<file path="config.mk">
export PLATFORM = sky130hd
export DESIGN_NAME = modbus_slave_port_control
export DESIGN_NICKNAME = d
export VERILOG_FILES = /design/src/baud_tick_gen.v /design/src/node_out_mem.v /design/src/modbus_slave_port_control.v
export VERILOG_INCLUDE_DIRS = /design/src
export SDC_FILE = /design/constraint.sdc
export NUM_CORES = 1
export LEC_CHECK = 0
export BUFFER_PORTS_ARGS = -buffer_cell sky130_fd_sc_hd__buf_2
export CAP_MARGIN = 30
export CORE_MARGIN = 2
export CORE_UTILIZATION = 30
export DETAILED_ROUTE_END_ITERATION = 7
export GPL_TIMING_DRIVEN = 1
export SLEW_MARGIN = 20
export SYNTH_ARGS = -nofsm -noshare
export SYNTH_HDL_FRONTEND = slang
export SYNTH_SLANG_ARGS = --single-unit
</file>
<file path="constraint.sdc">
create_clock -name clock -period 9.6 [get_ports clock]
set_input_delay 0 -clock clock [delete_from_list [all_inputs] [get_ports clock]]
set_output_delay 0 -clock clock [all_outputs]
set_load 0.05 [all_outputs]
</file>
<file path="src/modbus_slave_regs.vh">
/*
  Constants for the serial service and Modbus slave port block:
  baud codes and rates, line, stop and parity codes, register and
  coil addresses, reset values and the scaling of node inputs.
  Assumes a 100 MHz system clock.
*/
`ifndef MODBUS_SLAVE_REGS_VH
`define MODBUS_SLAVE_REGS_VH

// System clock and oversampling of the serial engines
`define CLK_HZ       100000000
`define OVERSAMPLE   16

// Baud codes, shared by both ports
`define BAUD_100     4'h0
`define BAUD_300     4'h1
`define BAUD_600     4'h2
`define BAUD_1200    4'h3
`define BAUD_1800    4'h4
`define BAUD_2400    4'h5
`define BAUD_4800    4'h6
`define BAUD_9600    4'h7
`define BAUD_19200   4'h8
`define BAUD_38400   4'h9

// Baud rates in bits per second
`define HZ_100       100
`define HZ_300       300
`define HZ_600       600
`define HZ_1200      1200
`define HZ_1800      1800
`define HZ_2400      2400
`define HZ_4800      4800
`define HZ_9600      9600
`define HZ_19200     19200
`define HZ_38400     38400

// Line standards, stop bits, parity
`define LINE_RS232   2'h0
`define LINE_RS422   2'h1
`define LINE_RS485   2'h2
`define STOP_1       2'h0
`define STOP_1P5     2'h1
`define STOP_2       2'h2
`define PAR_NONE     2'h0
`define PAR_ODD      2'h1
`define PAR_EVEN     2'h2

// Analog write addresses
`define AW_AO1       16'h0002
`define AW_AO2       16'h0003
`define AW_AO4       16'h0004
`define AW_SPEED     16'h0005

// Groups of eight addresses (address bits 15:3), then single addresses and node counts
`define BG_CMD       13'h0000
`define BG_USE       13'h0001
`define BG_RELAY     13'h0004
`define RG_NODE_AO   13'h0002
`define RG_NODE_AI   13'h000A
`define BA_ALARM     16'h0010
`define AR_CFG       16'h0040
`define AR_STATUS    16'h0041
`define NODE_N       3'h6
`define NODE_LAST    3'h5

// Node input full scale in microamps for a 12-bit code
`define AI_FULL_UA   15'd25000

// Reset values
`define RST_BAUD     4'h7

`endif

</file>
<file path="src/baud_tick_gen.v">
/*
  Oversampling tick generator for one serial port.
  Assumes baud_sel comes from logic on the same clock.
*/
`timescale 1ns/1ps
`default_nettype none
`include "modbus_slave_regs.vh"

module baud_tick_gen (
  input  wire       clock,
  input  wire       rst_n,
  input  wire [3:0] baud_sel,
  output reg        tick_ff
);

  reg  [16:0] cnt_ff;
  reg  [31:0] div_full;
  wire [16:0] div_last;

  // Cycles per oversample tick for the selected rate
  always @* begin
    case (baud_sel)
      `BAUD_100:   div_full = `CLK_HZ / (`OVERSAMPLE * `HZ_100);
      `BAUD_300:   div_full = `CLK_HZ / (`OVERSAMPLE * `HZ_300);
      `BAUD_600:   div_full = `CLK_HZ / (`OVERSAMPLE * `HZ_600);
      `BAUD_1200:  div_full = `CLK_HZ / (`OVERSAMPLE * `HZ_1200);
      `BAUD_1800:  div_full = `CLK_HZ / (`OVERSAMPLE * `HZ_1800);
      `BAUD_2400:  div_full = `CLK_HZ / (`OVERSAMPLE * `HZ_2400);
      `BAUD_4800:  div_full = `CLK_HZ / (`OVERSAMPLE * `HZ_4800);
      `BAUD_19200: div_full = `CLK_HZ / (`OVERSAMPLE * `HZ_19200);
      `BAUD_38400: div_full = `CLK_HZ / (`OVERSAMPLE * `HZ_38400);
      default:     div_full = `CLK_HZ / (`OVERSAMPLE * `HZ_9600);
    endcase
  end

  assign div_last = div_full[16:0] - 17'h00001;

  // Free-running divider; a shrinking divisor wraps at once
  always @(posedge clock or negedge rst_n) begin
    if (!rst_n) begin
      cnt_ff  <= 17'h00000;
      tick_ff <= 1'b0;
    end else if (cnt_ff >= div_last) begin
      cnt_ff  <= 17'h00000;
      tick_ff <= 1'b1;
    end else begin
      cnt_ff  <= cnt_ff + 17'h00001;
      tick_ff <= 1'b0;
    end
  end

endmodule // baud_tick_gen

`default_nettype wire

</file>
<file path="src/node_out_mem.v">
/*
  Eight-word store of remote node analog output values.
  One write port, one read port with registered data.
*/
`timescale 1ns/1ps
`default_nettype none

module node_out_mem (
  input  wire        clock,
  input  wire        rst_n,
  input  wire        wr_en,
  input  wire [2:0]  wr_addr,
  input  wire [15:0] wr_data,
  input  wire [2:0]  rd_addr,
  output reg  [15:0] rd_data_ff
);

  reg [15:0] mem [0:7];

  // Storage array, no reset
  always @(posedge clock) begin
    if (wr_en) begin
      mem[wr_addr] <= wr_data;
    end
  end

  // Registered read
  always @(posedge clock or negedge rst_n) begin
    if (!rst_n) begin
      rd_data_ff <= 16'h0000;
    end else begin
      rd_data_ff <= mem[rd_addr];
    end
  end

endmodule // node_out_mem

`default_nettype wire

</file>
<file path="src/modbus_slave_port_control.v">
/*
  Serial service and Modbus slave port control: port configuration,
  baud ticks, decoded Modbus requests, remote discrete command
  gating, analog write targets and remote node value scaling.
  Assumes requests arrive already decoded from the serial engines
  on the same clock; discrete pins are asynchronous.
*/
`timescale 1ns/1ps
`default_nettype none
`include "modbus_slave_regs.vh"

// ****************************************************************
// ****************************************************************

module modbus_slave_port_control (
  input  wire        clock,
  input  wire        rst_n,
  input  wire        cfg_wr,
  input  wire        cfg_sel_modbus,
  input  wire [3:0]  cfg_baud,
  input  wire [1:0]  cfg_line,
  input  wire [1:0]  cfg_stop,
  input  wire [1:0]  cfg_parity,
  input  wire        cfg_ascii,
  output reg         cfg_done_ff,
  output reg         cfg_reject_ff,
  output reg         svc_rs422_ff,
  output wire        svc_baud_tick_ff,
  output reg  [1:0]  mb_line_ff,
  output reg  [1:0]  mb_stop_ff,
  output reg  [1:0]  mb_parity_ff,
  output reg         mb_ascii_ff,
  output wire        mb_baud_tick_ff,
  input  wire        req_valid,
  input  wire        req_from_modbus,
  input  wire        req_write,
  input  wire        req_bool,
  input  wire [15:0] req_addr,
  input  wire [15:0] req_wdata,
  output reg         req_ready_ff,
  output reg         resp_valid_ff,
  output reg         resp_err_ff,
  output reg  [15:0] resp_data_ff,
  input  wire [7:0]  hw_di,
  input  wire        hw_alarm_reset,
  input  wire        sw_alarm_reset,
  output reg  [7:0]  func_active_ff,
  output reg         alarm_reset_ff,
  output reg  [15:0] ao1_source_ff,
  output reg  [15:0] ao2_source_ff,
  output reg  [15:0] ao4_source_ff,
  output reg  [15:0] speed_ref_rpm_ff,
  output reg  [7:0]  relay_drive_ff,
  output reg  [2:0]  node_ao_idx_ff,
  output reg  [15:0] node_ao_value_ff,
  output reg  [2:0]  node_ai_sel_ff,
  input  wire [11:0] node_ai_code
);

  // ****************************************************************
  // Declarations
  // ****************************************************************
  localparam ST_IDLE  = 2'h0;
  localparam ST_ISSUE = 2'h1;
  localparam ST_CALC  = 2'h2;
  localparam ST_ANS   = 2'h3;

  reg  [7:0]  di_meta_ff;
  reg  [7:0]  di_sync_ff;
  reg         alarm_meta_ff;
  reg         alarm_sync_ff;
  reg  [3:0]  svc_baud_ff;
  reg  [3:0]  mb_baud_ff;
  reg  [1:0]  state_ff;
  reg  [1:0]  nxt_state;
  reg         rq_mb_ff;
  reg         rq_wr_ff;
  reg         rq_bool_ff;
  reg  [15:0] rq_addr_ff;
  reg  [15:0] rq_data_ff;
  reg  [7:0]  cmd_ff;
  reg  [7:0]  use_remote_ff;
  reg         mb_alarm_ff;
  reg  [5:0]  node_written_ff;
  reg  [2:0]  scan_idx_ff;
  reg  [2:0]  scan_idx_d_ff;
  reg  [15:0] nxt_resp_data;
  wire [15:0] mem_rd_data;
  wire        svc_ok;
  wire        mb_ok;
  wire        cfg_ok;
  wire [2:0]  idx;
  wire        g_cmd;
  wire        g_use;
  wire        g_relay;
  wire        hit_cmd;
  wire        hit_use;
  wire        hit_alarm;
  wire        hit_relay_w;
  wire        hit_di_r;
  wire        hit_relay_r;
  wire        hit_ao1;
  wire        hit_ao2;
  wire        hit_ao4;
  wire        hit_speed;
  wire        hit_node_w;
  wire        hit_node_r;
  wire        hit_cfg_r;
  wire        hit_stat_r;
  wire        any_hit;
  wire        do_write;
  wire [26:0] ai_prod;

  // Baud pairing that the two ports may not share
  function pair_bad;
    input [3:0] svc;
    input [3:0] mb;
    begin
      pair_bad = ((svc == `BAUD_19200) && (mb == `BAUD_38400)) ||
                 ((svc == `BAUD_38400) && (mb == `BAUD_19200));
    end
  endfunction

  // ****************************************************************
  // Pin synchronisers
  // ****************************************************************
  // Two flops on discrete and alarm reset pins
  always @(posedge clock or negedge rst_n) begin
    if (!rst_n) begin
      di_meta_ff    <= 8'h00;
      di_sync_ff    <= 8'h00;
      alarm_meta_ff <= 1'b0;
      alarm_sync_ff <= 1'b0;
    end else begin
      di_meta_ff    <= hw_di;
      di_sync_ff    <= di_meta_ff;
      alarm_meta_ff <= hw_alarm_reset;
      alarm_sync_ff <= alarm_meta_ff;
    end
  end

  // ****************************************************************
  // Port configuration
  // ****************************************************************
  // service baud range
  assign svc_ok = (cfg_baud <= `BAUD_38400) &&
                  (cfg_line <= `LINE_RS422) &&
                  !pair_bad(cfg_baud, mb_baud_ff);

  assign mb_ok = (cfg_baud >= `BAUD_1200) &&
                 (cfg_baud <= `BAUD_38400) &&
                 (cfg_line <= `LINE_RS485) &&
                 (cfg_stop <= `STOP_2) &&
                 (cfg_parity <= `PAR_EVEN) &&
                 !pair_bad(svc_baud_ff, cfg_baud);

  assign cfg_ok = cfg_sel_modbus ? mb_ok : svc_ok;

  always @(posedge clock or negedge rst_n) begin
    if (!rst_n) begin
      svc_baud_ff   <= `RST_BAUD;
      mb_baud_ff    <= `RST_BAUD;
      svc_rs422_ff  <= 1'b0;
      mb_line_ff    <= `LINE_RS232;
      mb_stop_ff    <= `STOP_1;
      mb_parity_ff  <= `PAR_NONE;
      mb_ascii_ff   <= 1'b0;
      cfg_done_ff   <= 1'b0;
      cfg_reject_ff <= 1'b0;
    end else begin
      cfg_done_ff   <= cfg_wr & cfg_ok;
      cfg_reject_ff <= cfg_wr & ~cfg_ok;
      if (cfg_wr && cfg_ok && !cfg_sel_modbus) begin
        svc_baud_ff  <= cfg_baud;
        svc_rs422_ff <= (cfg_line == `LINE_RS422);
      end
      if (cfg_wr && cfg_ok && cfg_sel_modbus) begin
        mb_baud_ff   <= cfg_baud;
        mb_line_ff   <= cfg_line;
        mb_stop_ff   <= cfg_stop;
        mb_parity_ff <= cfg_parity;
        mb_ascii_ff  <= cfg_ascii;
      end
    end
  end

  // Oversample ticks for the two serial engines
  baud_tick_gen u_svc_baud (
    .clock    (clock),
    .rst_n    (rst_n),
    .baud_sel (svc_baud_ff),
    .tick_ff  (svc_baud_tick_ff)
  );

  baud_tick_gen u_mb_baud (
    .clock    (clock),
    .rst_n    (rst_n),
    .baud_sel (mb_baud_ff),
    .tick_ff  (mb_baud_tick_ff)
  );

  // ****************************************************************
  // Request decode
  // ****************************************************************
  // Address hits on the latched request
  assign idx         = rq_addr_ff[2:0];
  assign g_cmd       = (rq_addr_ff[15:3] == `BG_CMD);
  assign g_use       = (rq_addr_ff[15:3] == `BG_USE);
  assign g_relay     = (rq_addr_ff[15:3] == `BG_RELAY);
  assign hit_cmd     = rq_bool_ff & rq_wr_ff & g_cmd;
  assign hit_use     = rq_bool_ff & rq_wr_ff & g_use;
  assign hit_alarm   = rq_bool_ff & rq_wr_ff & (rq_addr_ff == `BA_ALARM);
  assign hit_relay_w = rq_bool_ff & rq_wr_ff & g_relay & rq_mb_ff;
  assign hit_node_w  = ~rq_bool_ff & rq_wr_ff & rq_mb_ff & (idx <= `NODE_LAST) &
                       (rq_addr_ff[15:3] == `RG_NODE_AO);
  assign hit_di_r    = rq_bool_ff & ~rq_wr_ff & g_cmd;
  assign hit_relay_r = rq_bool_ff & ~rq_wr_ff & g_relay;
  assign hit_ao1     = ~rq_bool_ff & rq_wr_ff & (rq_addr_ff == `AW_AO1);
  assign hit_ao2     = ~rq_bool_ff & rq_wr_ff & (rq_addr_ff == `AW_AO2);
  assign hit_ao4     = ~rq_bool_ff & rq_wr_ff & (rq_addr_ff == `AW_AO4);
  assign hit_speed   = ~rq_bool_ff & rq_wr_ff & (rq_addr_ff == `AW_SPEED);
  assign hit_node_r  = ~rq_bool_ff & ~rq_wr_ff & (idx <= `NODE_LAST) &
                       (rq_addr_ff[15:3] == `RG_NODE_AI);
  assign hit_cfg_r   = ~rq_bool_ff & ~rq_wr_ff & (rq_addr_ff == `AR_CFG);
  assign hit_stat_r  = ~rq_bool_ff & ~rq_wr_ff & (rq_addr_ff == `AR_STATUS);
  assign any_hit     = hit_cmd | hit_use | hit_alarm | hit_relay_w |
                       hit_node_w | hit_di_r | hit_relay_r | hit_ao1 |
                       hit_ao2 | hit_ao4 | hit_speed | hit_node_r |
                       hit_cfg_r | hit_stat_r;
  assign do_write    = (state_ff == ST_ISSUE);

  assign ai_prod = node_ai_code * `AI_FULL_UA;

  // Answer data for the latched request
  always @* begin
    nxt_resp_data = 16'h0000;
    if (hit_di_r) begin
      nxt_resp_data = {15'h0000, di_sync_ff[idx]};
    end else if (hit_relay_r) begin
      nxt_resp_data = {15'h0000, relay_drive_ff[idx]};
    end else if (hit_node_r) begin
      nxt_resp_data = {1'b0, ai_prod[26:12]};
    end else if (hit_cfg_r) begin
      nxt_resp_data = {mb_ascii_ff, mb_parity_ff, mb_stop_ff, mb_line_ff,
                       svc_rs422_ff, mb_baud_ff, svc_baud_ff};
    end else if (hit_stat_r) begin
      nxt_resp_data = {7'h00, alarm_reset_ff, func_active_ff};
    end
  end

  // ****************************************************************
  // Request sequencer
  // ****************************************************************
  // Take, write, answer, recover
  always @* begin
    case (state_ff)
      ST_IDLE:  nxt_state = req_valid ? ST_ISSUE : ST_IDLE;
      ST_ISSUE: nxt_state = ST_CALC;
      ST_CALC:  nxt_state = ST_ANS;
      ST_ANS:   nxt_state = ST_IDLE;
      default:  nxt_state = ST_IDLE;
    endcase
  end

  // State, latched request and answer
  always @(posedge clock or negedge rst_n) begin
    if (!rst_n) begin
      state_ff       <= ST_IDLE;
      req_ready_ff   <= 1'b1;
      rq_mb_ff       <= 1'b0;
      rq_wr_ff       <= 1'b0;
      rq_bool_ff     <= 1'b0;
      rq_addr_ff     <= 16'h0000;
      rq_data_ff     <= 16'h0000;
      node_ai_sel_ff <= 3'h0;
      resp_valid_ff  <= 1'b0;
      resp_err_ff    <= 1'b0;
      resp_data_ff   <= 16'h0000;
    end else begin
      state_ff      <= nxt_state;
      req_ready_ff  <= (nxt_state == ST_IDLE);
      resp_valid_ff <= (state_ff == ST_CALC);
      if (state_ff == ST_IDLE && req_valid) begin
        rq_mb_ff       <= req_from_modbus;
        rq_wr_ff       <= req_write;
        rq_bool_ff     <= req_bool;
        rq_addr_ff     <= req_addr;
        rq_data_ff     <= req_wdata;
        node_ai_sel_ff <= req_addr[2:0];
      end
      if (state_ff == ST_CALC) begin
        resp_err_ff  <= ~any_hit;
        resp_data_ff <= nxt_resp_data;
      end
    end
  end

  // ****************************************************************
  // Command and output registers
  // ****************************************************************
  // Coils and analog targets written on the issue cycle
  always @(posedge clock or negedge rst_n) begin
    if (!rst_n) begin
      cmd_ff           <= 8'h00;
      use_remote_ff    <= 8'h00;
      mb_alarm_ff      <= 1'b0;
      relay_drive_ff   <= 8'h00;
      ao1_source_ff    <= 16'h0000;
      ao2_source_ff    <= 16'h0000;
      ao4_source_ff    <= 16'h0000;
      speed_ref_rpm_ff <= 16'h0000;
      node_written_ff  <= 6'h00;
    end else if (do_write) begin
      if (hit_cmd) begin
        cmd_ff[idx] <= rq_data_ff[0];
      end
      if (hit_use) begin
        use_remote_ff[idx] <= rq_data_ff[0];
      end
      if (hit_alarm) begin
        mb_alarm_ff <= rq_data_ff[0];
      end
      if (hit_relay_w) begin
        relay_drive_ff[idx] <= rq_data_ff[0];
      end
      if (hit_ao1) begin
        ao1_source_ff <= rq_data_ff;
      end
      if (hit_ao2) begin
        ao2_source_ff <= rq_data_ff;
      end
      if (hit_ao4) begin
        ao4_source_ff <= rq_data_ff;
      end
      if (hit_speed) begin
        speed_ref_rpm_ff <= rq_data_ff;
      end
      if (hit_node_w) begin
        node_written_ff[idx] <= 1'b1;
      end
    end
  end

  genvar g;
  generate
    for (g = 0; g < 8; g = g + 1) begin : g_func
      always @(posedge clock or negedge rst_n) begin
        if (!rst_n) begin
          func_active_ff[g] <= 1'b0;
        end else begin
          func_active_ff[g] <= use_remote_ff[g] ? cmd_ff[g] : di_sync_ff[g];
        end
      end
    end
  endgenerate

  always @(posedge clock or negedge rst_n) begin
    if (!rst_n) begin
      alarm_reset_ff <= 1'b0;
    end else begin
      alarm_reset_ff <= alarm_sync_ff | sw_alarm_reset | mb_alarm_ff;
    end
  end

  // ****************************************************************
  // Node analog output scan
  // ****************************************************************
  // Node output store, written only by the Modbus port
  node_out_mem u_node_mem (
    .clock      (clock),
    .rst_n      (rst_n),
    .wr_en      (do_write & hit_node_w),
    .wr_addr    (idx),
    .wr_data    (rq_data_ff),
    .rd_addr    (scan_idx_ff),
    .rd_data_ff (mem_rd_data)
  );

  // Cycle through the six outputs; unwritten ones present zero
  always @(posedge clock or negedge rst_n) begin
    if (!rst_n) begin
      scan_idx_ff      <= 3'h0;
      scan_idx_d_ff    <= 3'h0;
      node_ao_idx_ff   <= 3'h0;
      node_ao_value_ff <= 16'h0000;
    end else begin
      scan_idx_ff      <= (scan_idx_ff == `NODE_LAST) ? 3'h0 : scan_idx_ff + 3'h1;
      scan_idx_d_ff    <= scan_idx_ff;
      node_ao_idx_ff   <= scan_idx_d_ff;
      node_ao_value_ff <= node_written_ff[scan_idx_d_ff] ? mem_rd_data : 16'h0000;
    end
  end

endmodule // modbus_slave_port_control

`default_nettype wire

</file>
==> Word level (Yosys, flattened, before mapping) <==
Memory sizes are Yosys's and may differ from the RTL's. A register that Yosys moved wholly into a read port is not among the register bits.
Index checks and enable logic that the tools add are counted.
{ "totals": {"input_bits": 73, "n_memories": 3, "mem_bits_rw": 128, "ff_bits": 260, "elab_cells": 207, "mem_bits_ro": 512, "out_inout_bits": 134} }
{ "op_classes": {"reduce_logical": 34, "add_sub_neg": 5, "n_mul": 1, "eq_ne": 22, "n_lt_le_gt_ge": 12, "bitwise_logic": 45, "muxes": 35} }
{ "memory_table": {"columns": ["name", "words", "word_bits", "rd", "rd_ports_with_merged_regs", "write_ports", "line_no", "text"], "rows": [
  ["(name not given)", 16, 16, 1, 0, 0, "baud_tick_gen.v:22", "case (baud_sel)"],
  ["(name not given)", 16, 16, 1, 0, 0, "baud_tick_gen.v:22", null],
  ["u_node_mem.mem", 8, 16, 1, 1, 1, "node_out_mem.v:18", "reg [15:0] mem [0:7];"]
]} }
{ "op_table": {"columns": ["cell", "count"], "rows": [
  ["$mux W16", 5],
  ["$add A17 B1 Y17 const B", 2],
  ["$ge A17 B17 Y1", 2],
  ["$mux W17", 2],
  ["$sub A17 B1 Y17 const B", 2],
  ["$eq A16 B2 Y1 const B", 2],
  ["$eq A16 B3 Y1 const B", 2],
  ["$eq A16 B7 Y1 const B", 2],
  ["$and A1 B1 Y1", 25],
  ["$bwmux W8", 3],
  ["$eq A4 B4 Y1 const B", 6],
  ["$mul A12 B12 Y24 const B", 1],
  ["$mux W1", 18],
  ["$reduce_and A2 Y1", 9],
  ["$eq A16 B5 Y1 const B", 1],
  ["$logic_and A1 B1 Y1", 16],
  ["$or A1 B1 Y1", 15],
  ["$eq A13 B1 Y1 const B", 1],
  ["$eq A13 B2 Y1 const B", 1],
  ["$eq A13 B3 Y1 const B", 1],
  ["$eq A13 B4 Y1 const B", 1],
  ["$logic_not A13 Y1", 1],
  ["$bmux W1 S3", 3],
  ["$mux W9", 1],
  ["19 further kinds", 32]
]} }

==> Longest topological paths before layout <==
Gate-level depths: netlist (run 1).
{ "logic_depth": {"depth_word": 16, "mapped_depth": 23, "ltp_nobuf": 21} }

==> Cells and area by module <==
From an unflattened synthesis (run 1), not the netlist that was laid out.
{ "hier_totals": {"cells_unflattened": 1484, "area_unflattened_um2": 19844.0} }
{ "by_module_without_submodules": {"columns": ["mod", "area_each_um2", "cells_per_inst", "seq_area_each_um2", "n_inst"], "rows": [
  ["modbus_slave_port_control", 11136.9, 883, 5539.1, 1],
  ["node_out_mem", 5373.9, 214, 4244.1, 1],
  ["baud_tick_gen (u_mb_baud)", 1704.1, 195, 450.4, 1],
  ["baud_tick_gen (u_svc_baud)", 1629.1, 192, 450.4, 1]
]} }

==> Worst setup path after synthesis (run 1) <==
Ideal clock, no wire load.
{ "synth_timing": {"kind": "register to register", "start": "reg svc_baud_ff[1]", "end": "reg u_svc_baud.cnt_ff[9]", "n_path_buf": 2, "slack_ns": 5.311, "synth_period_minus_slack_ns": 4.289, "path_stages_with_launch": 23, "arrival_ns": 4.170, "setup_time_ns": 0.119, "required_ns": 9.481, "path_cell_list": "dfstp_2 > clkbuf_1 > inv_1 > ha_1 > nor2b_1 > a21oi_1 > nand2_1 > nand2_1 > ha_1 > inv_1 > nor3_1 > nor3b_1 > nand3b_1 > inv_1 > a21oi_1 > ha_1 > nand4_1 > or2_2 > a211o_1 > a311o_1 > nand2_1 > buf_4 > nor2_1"} }
{ "synth_via": {"elab_chain_len": 4} }
{ "synth_lines": {"columns": ["element", "line_no", "text"], "rows": [
  ["start, declared", "modbus_slave_port_control.v:72", "reg [3:0] svc_baud_ff;"],
  ["start signal, assigned", "modbus_slave_port_control.v:161", "svc_baud_ff <= `RST_BAUD;"],
  ["start signal, assigned", "modbus_slave_port_control.v:174", "svc_baud_ff <= cfg_baud;"],
  ["$mem_v2 Z16 W16", null, null],
  ["$sub A17 B1 Y17", "baud_tick_gen.v:36", "assign div_last = div_full[16:0] - 17'h00001;"],
  ["$ge A17 B17 Y1", "baud_tick_gen.v:43", "end else if (cnt_ff >= div_last) begin"],
  ["$mux W17", "baud_tick_gen.v:43", null],
  ["end signal, assigned", "baud_tick_gen.v:47", "cnt_ff <= cnt_ff + 17'h00001;"],
  ["end, declared", "baud_tick_gen.v:16", "reg [16:0] cnt_ff;"]
]} }
No other way between the ends.
A chain may end at the register's enable or synchronous reset.

==> Worst setup path in the final report (run 1) <==
{ "layout_timing": {"start": "reg svc_baud_ff[1]", "end": "reg u_svc_baud.cnt_ff[15]"} }
Same word-level chain as after synthesis.

==> impl_metrics.ini, run 1 <==
[outcome]
status = finished clean

[timing]
hold_viol = 0
final_max_slew_viol_count = 0
slew-limit-headroom = 0.392
layout_setup_ws_ps = 4900
fin_setup_tns_ps = 0
max_freq_mhz = 213
period_share = 0.490
min_period_ps = 4700
finalSetupViolCount = 0
worst_clock_skew_ps = 44.1
rsz0062_at_grt = false
tightest_slew_ps = 907

[clocking]
clk_latency_ps = 590
cts_max_path_buffers = 3
cts-buffers-inserted = 42
cts.sinks = 401
cts-htree-levels = 2
cts_tree = yes
post_cts_buffers = 0
clk_pin_slew_ps = 60
root_buffer = clkbuf_16

[worst_setup_path]
startpoint = svc_baud_ff[1]
crit_family = simple AND/OR/NAND/NOR gates
cp.required_ps = 10040
cp-end-kind = flip-flop
max_stage_delay_ps = 660
path_max_fanout = 17
start_kind = flip-flop
r2r-start = svc_baud_ff[1]
worstSetupPathType = reg -> reg
crit_chain = inv_1, ha_1, nor2b_1, a21oi_1, nand2_1, nand2_1, ha_1, inv_1, nor3_1, nor3b_1, nand3b_1, inv_1, a21oi_1, ha_1, nand4_1, or2_2, a211o_1, a311o_1, nand2_1, nor2_1
crit_buf_inv = 3
cp_slowest_cell = dfstp_2
cp.arrival_ps = 5140

[yosys]
synth_top_cell_area_share = 0.342
synth_top_family_by_area = multiplexers
synth_fa_ha_area_frac = 0.114
synth-main-ff-cell = dfrtp_1
yosysWarnings = 0
syn-cell-area_um2 = 19500
synth_area_leaders = dfrtp_1, edfxtp_1, ha_1, mux2_2, mux4_2
async_reset_ff_frac = 0.681
synthDistinctLibCells = 80
muxShareOfSynthArea = 0.141
synth_simple_gate_area_frac = 0.0887
ys_seq_elements = 401
synth.avg_cell_area_um2 = 13.5
synth_edf_count = 128
synth_compound_gate_area_share = 0.0548
synth_top_area_cell = dfrtp_1
synthXorXnorAreaFrac = 0.0243
synthCells = 1445
ys_seq_area_frac = 0.549

[die]
die_w_um = 259
fp.dieH_um = 259
coreArea_um2 = 64200
die_area_um2 = 66900
start_util = 0.303
rows = 93
io-pin-count = 207

[route]
routed-via-count = 12234
drc = 0
wl_met3_um = 1940
drt_pass1_iterations = 4
ant_nets = 0
detailedRoute.firstIterationViolations = 583
routed_wl_um = 46900
met1_length_um = 21300
wl_met2_um = 22600
top_layer = met4
via_per_inst = 4.63
routedWlPerCell_um = 17.7

[layout]
max_flop_register = u_node_mem.mem
reg_top3 = u_node_mem.mem x128, u_mb_baud.cnt_ff x17, u_svc_baud.cnt_ff x17
antenna_cells = 0
num-fill-cells = 6217
drive_gt1_frac = 0.292
nets = 1991
area_growth_pct = 22.0
final_cell_mix = dfrtp_1, buf_2, mux2_2, ha_1, edfxtp_1
largest_reg_flops = 128
layout_commonest_cell = dfrtp_1
fin_cells = 2645

[power_and_ir_drop]
power_density_nw_per_um2 = 239
p_leak_nw = 10.8
ir_drop_mv = 0.163

[global_routing]
grt_max_degree = 91
antenna_found_initial = 0
grt-ovfl-total = 0
grt_pass1_vias = 12867
grt_usage = 0.141
grt_first_pass_wirelength_um = 74200

[job]
maxCapViolCount = 0

[place]
dpl.hpwl_um = 33900
pre_cts_slack_ps = 4910
placed_cells = 2503
portBuffers = 206
gp_congestion = 0.864

[hold_path]
hold_class = in -> async
==> kinds of logic (layout without fill, tap and decap cells) <==
group                      after synthesis  after routing
and+or+nand+nor                        324            324
DFF                                    401            401
AOI/OAI and AO/OA                      172            172
xor gates and xnor gates                54             54
other                                    1             32
buffers and inverters                  128            442
muxes                                  203            203
adders and majority gates              162            162
==> report_power, final <==
group	switching (W)	internal, W
clock	0.000704	0.00105
sequential	0.000324	0.00205
combinational	0.000908	0.000648
total	0.00194	0.00374
==> path summary, 6_finish.rpt <==
kind	end	slack, ps	cells past startpoint
min reg2reg	alarm_sync_ff	350	0
max	u_svc_baud.cnt_ff[15]	4900	20
max in group asynchronous	speed_ref_rpm_ff[0]	7630	4
max reg2reg	u_svc_baud.cnt_ff[15]	4900	20
min	u_mb_baud.cnt_ff[13]	1	2
min in group clock	di_meta_ff[5]	80	2
==> synthesized netlist by cell type (5+ instances only) <==
master,instances
a21oi_1,49
a31oi_1,6
and2_1,6
and3_1,24
buf_2,8
clkbuf_1,31
dfrtp_1,266
dfstp_2,7
edfxtp_1,128
fa_1,25
ha_1,137
inv_1,77
mux2_2,145
mux2_4,10
mux2i_1,8
mux4_2,38
nand2_1,70
nand2b_1,10
nand3_1,21
nand4_1,12
nor2_1,94
nor2b_1,31
nor3_1,10
o21a_1,10
o21ai_0,51
o31ai_1,5
or2_2,10
xnor2_1,25
xor2_1,29
==> area by class of cell <==
type	count	area [um2]	area share
well taps	855	1070	0.0451
inverters	78	293	0.0123
multi-input cells	947	8340	0.351
clock buffers	62	1240	0.0523
clock inverters	16	275	0.0116
flip-flops and latches	401	10700	0.450
repair buffers	286	1830	0.0773
==> stage by stage <==
step | hold slack (ps) | power, W | utilization | cell area (um2)
CTS | 22.1 | 0.00574 | 0.369 | 23700
finish | 1.20 | 0.00568 | 0.370 | 23700
detailed placement | 53.7 | 0.00394 | 0.336 | 21600
global route | 47.8 | 0.00603 | 0.370 | 23700
floorplan | -296 | 0.00344 | - | 19600
global placement | 35.4 | 0.00387 | 0.335 | 21500
==> per-layer routing <==
layer / GRT usage / vias up
met5: 0 / -
met4: 0.0403 / 0
met3: 0.0290 / 70
met2: 0.235 / 192
met1: 0.187 / 6197
li1: - / 5775
==> timing repair <==
| item | in CTS | in global routing |
|---|---|---|
| endpoints found under the hold margin | 154 | 0 |
| hold buffers | 63 | 0 |
| gates resized for setup | 0 | 0 |
Note: power is estimated with default switching activity, not from simulation.
==> run 2: changes to the inputs <==
--- a/config.mk
+++ b/config.mk
@@ -6,6 +6,7 @@
 export SDC_FILE = /design/constraint.sdc
 export NUM_CORES = 1
 export LEC_CHECK = 0
+export ABC_AREA = 1
 export BUFFER_PORTS_ARGS = -buffer_cell sky130_fd_sc_hd__buf_2
 export CAP_MARGIN = 30
 export CORE_MARGIN = 2
==> constraint.sdc (replaced) <==
create_clock -name clock -period 4.1 [get_ports clock]
set_input_delay 0 -clock clock [delete_from_list [all_inputs] [get_ports clock]]
set_output_delay 0 -clock clock [all_outputs]
set_load 0.05 [all_outputs]
==> impl_metrics.ini, run 2 <==
[outcome]
status = finished clean

[clocking]
cts-buffers-inserted = 44
cts_tree = yes
clk_latency_ps = 580
root_buffer = clkbuf_16
cts.sinks = 401
clk_pin_slew_ps = 60
cts_max_path_buffers = 3
cts-htree-levels = 2
post_cts_buffers = 0

[worst_setup_path]
cp.arrival_ps = 4170
regToRegSetupSlack_ps = 370
r2r-start = mb_baud_ff[1]
path_max_fanout = 17
start_kind = flip-flop
worstSetupPathType = reg -> reg
reg2reg_depth = 17
timing.rr.end = u_mb_baud.cnt_ff[11]
cp.required_ps = 4540
cp-end-kind = flip-flop

[timing]
min_period_ps = 3730
rsz0062_at_grt = false
finalSetupViolCount = 0
final_max_slew_viol_count = 0
period_share = 0.910
fin_setup_tns_ps = 0
slew-limit-headroom = 0.412
layout_setup_ws_ps = 369
worst_clock_skew_ps = 32.6
hold_viol = 0
tightest_slew_ps = 882
max_freq_mhz = 268

[place]
portBuffers = 206
gp_congestion = 0.907
pre_cts_slack_ps = 81.5
dpl.hpwl_um = 37900

[yosys]
synthDistinctLibCells = 49
ys_top_cells_by_count = nor2_1, nand2_1, dfrtp_1, inv_1, ha_1
ys_seq_elements = 401
synth_edf_count = 128
yosysWarnings = 0
syn-cell-area_um2 = 20100
async_reset_ff_frac = 0.681
synthCells = 2113
synth_top_cell_area_share = 0.332
synth.most_common_cell = nor2_1
synth-main-ff-cell = dfrtp_1
ys_seq_area_frac = 0.532
synth_area_leaders = dfrtp_1, edfxtp_1, ha_1, nor2_1, nand2_1
synth_top_area_cell = dfrtp_1
synth.avg_cell_area_um2 = 9.50

[layout]
antenna_cells = 0
finish.utilization = 0.371
largest_reg_flops = 128
layout_commonest_cell = nor2_1
area_growth_pct = 21.9
nets = 2657
max_flop_register = u_node_mem.mem
reg_top3 = u_node_mem.mem x128, u_mb_baud.cnt_ff x17, u_svc_baud.cnt_ff x17
final_cell_mix = nor2_1, nand2_1, dfrtp_1, inv_1, buf_2
drive_gt1_frac = 0.151

[route]
detailedRoute.firstIterationViolations = 910
drc = 0
routedWlPerCell_um = 16.0
ant_nets = 0
routed_wl_um = 53100
via_per_inst = 4.62
drt_pass1_iterations = 5
routed-via-count = 15336

[power_and_ir_drop]
ir_drop_mv = 0.335
power_density_nw_per_um2 = 545
p_leak_nw = 11.8

[global_routing]
grt_usage = 0.154
grt-ovfl-total = 0
antenna_found_initial = 1
grt_first_pass_wirelength_um = 84700
grt_pass1_vias = 15093
grt_max_degree = 97

[hold_path]
hold_class = in -> reg
holdPathStages = 2
min_from = hw_di[5]
hold_path_end = di_meta_ff[5]

[die]
rows = 94
die_area_um2 = 69000
start_util = 0.304
io-pin-count = 207
fp.dieH_um = 263
coreArea_um2 = 66000
die_w_um = 263

[job]
maxCapViolCount = 0
[run 2: where the power goes]
group	internal, W	switching [W]	total (W)	leakage, nW
combinational	0.00130	0.00260	0.00391	6.38
sequential	0.00473	0.000528	0.00526	4.66
clock	0.00246	0.00171	0.00417	0.762
[run 2: worst max-delay path, cell delays in order (launching register included)]
cell and delay, ps:
dfstp_2 610, inv_1 120, ha_1 240, o221ai_1 310
ha_1 230, inv_1 70, nor3_2 250, nand3_1 200
o21ai_0 120, inv_1 70, ha_1 300, inv_1 40
nor3_1 210, nor3b_1 320, nand4_1 120, nand4_1 190
buf_12 170, nor2_1 50
[run 2: worst max path at each step]
| stage | end | slack, ps | from |
|---|---|---|---|
| 6_report | u_mb_baud.cnt_ff[11] | 370 | mb_baud_ff[1] |
| 5_1_grt | u_mb_baud.cnt_ff[12] | 10 | mb_baud_ff[1] |
| 4_1_cts | u_mb_baud.cnt_ff[11] | 380 | mb_baud_ff[1] |
| 3_5_place_dp | resp_data_ff[10] | 80 | node_ai_code[2] |
| 3_3_place_gp | resp_data_ff[14] | 120 | node_ai_code[2] |
| 2_1_floorplan | resp_data_ff[14] | 510 | node_ai_code[2] |
[run 2: cell type report]
class                           count  area, um2
Inverter                          261        980
Tap cell                          864       1080
Multi-Input combinational cell   1420       8260
Clock buffer                       59       1270
Timing Repair Buffer              294       1920
Clock inverter                     23        287
Sequential cell                   401      10700
Fill cell                        6556      41500
[run 2: what timing repair did]
| action | in CTS | in global routing |
|---|---|---|
| gates resized for setup | 0 | 1 |
| hold buffers | 64 | 0 |
| endpoints found under the hold margin | 184 | 0 |
| endpoints found under the setup margin | 0 | 11 |
[run 2: cells by family after synthesis]
family,share of synthesized area
buffers and inverters,0.0632
muxes,0.00891
xor gates and xnor gates,0.0153
and+or+nand+nor,0.174
AOI/OAI and AO/OA,0.0962
adders and majority gates,0.110
DFF,0.532
other,0.000187
[run 2: stage by stage]
step	instances	power [W]	cell area [um2]	hold WS, ps
2_1_floorplan	2144	0.00800	20200	-296
3_3_place_gp	3175	0.00915	22300	19.6
3_5_place_dp	3175	0.00918	22300	20.1
4_1_cts	3321	0.0134	24500	21.5
5_1_grt	3322	0.0143	24500	26.2
6_report	3322	0.0133	24500	50.9
[run 2: layer usage]
| metal | vias up | part of all wire | GRT usage |
|---|---|---|---|
| met2 | 390 | 0.46 | 0.250 |
| met5 | - | 0.00021 | 0 |
| met3 | 76 | 0.046 | 0.0246 |
| met4 | 2 | 0.026 | 0.0449 |
| met1 | 7271 | 0.47 | 0.211 |
| li1 | 7597 | - | - |
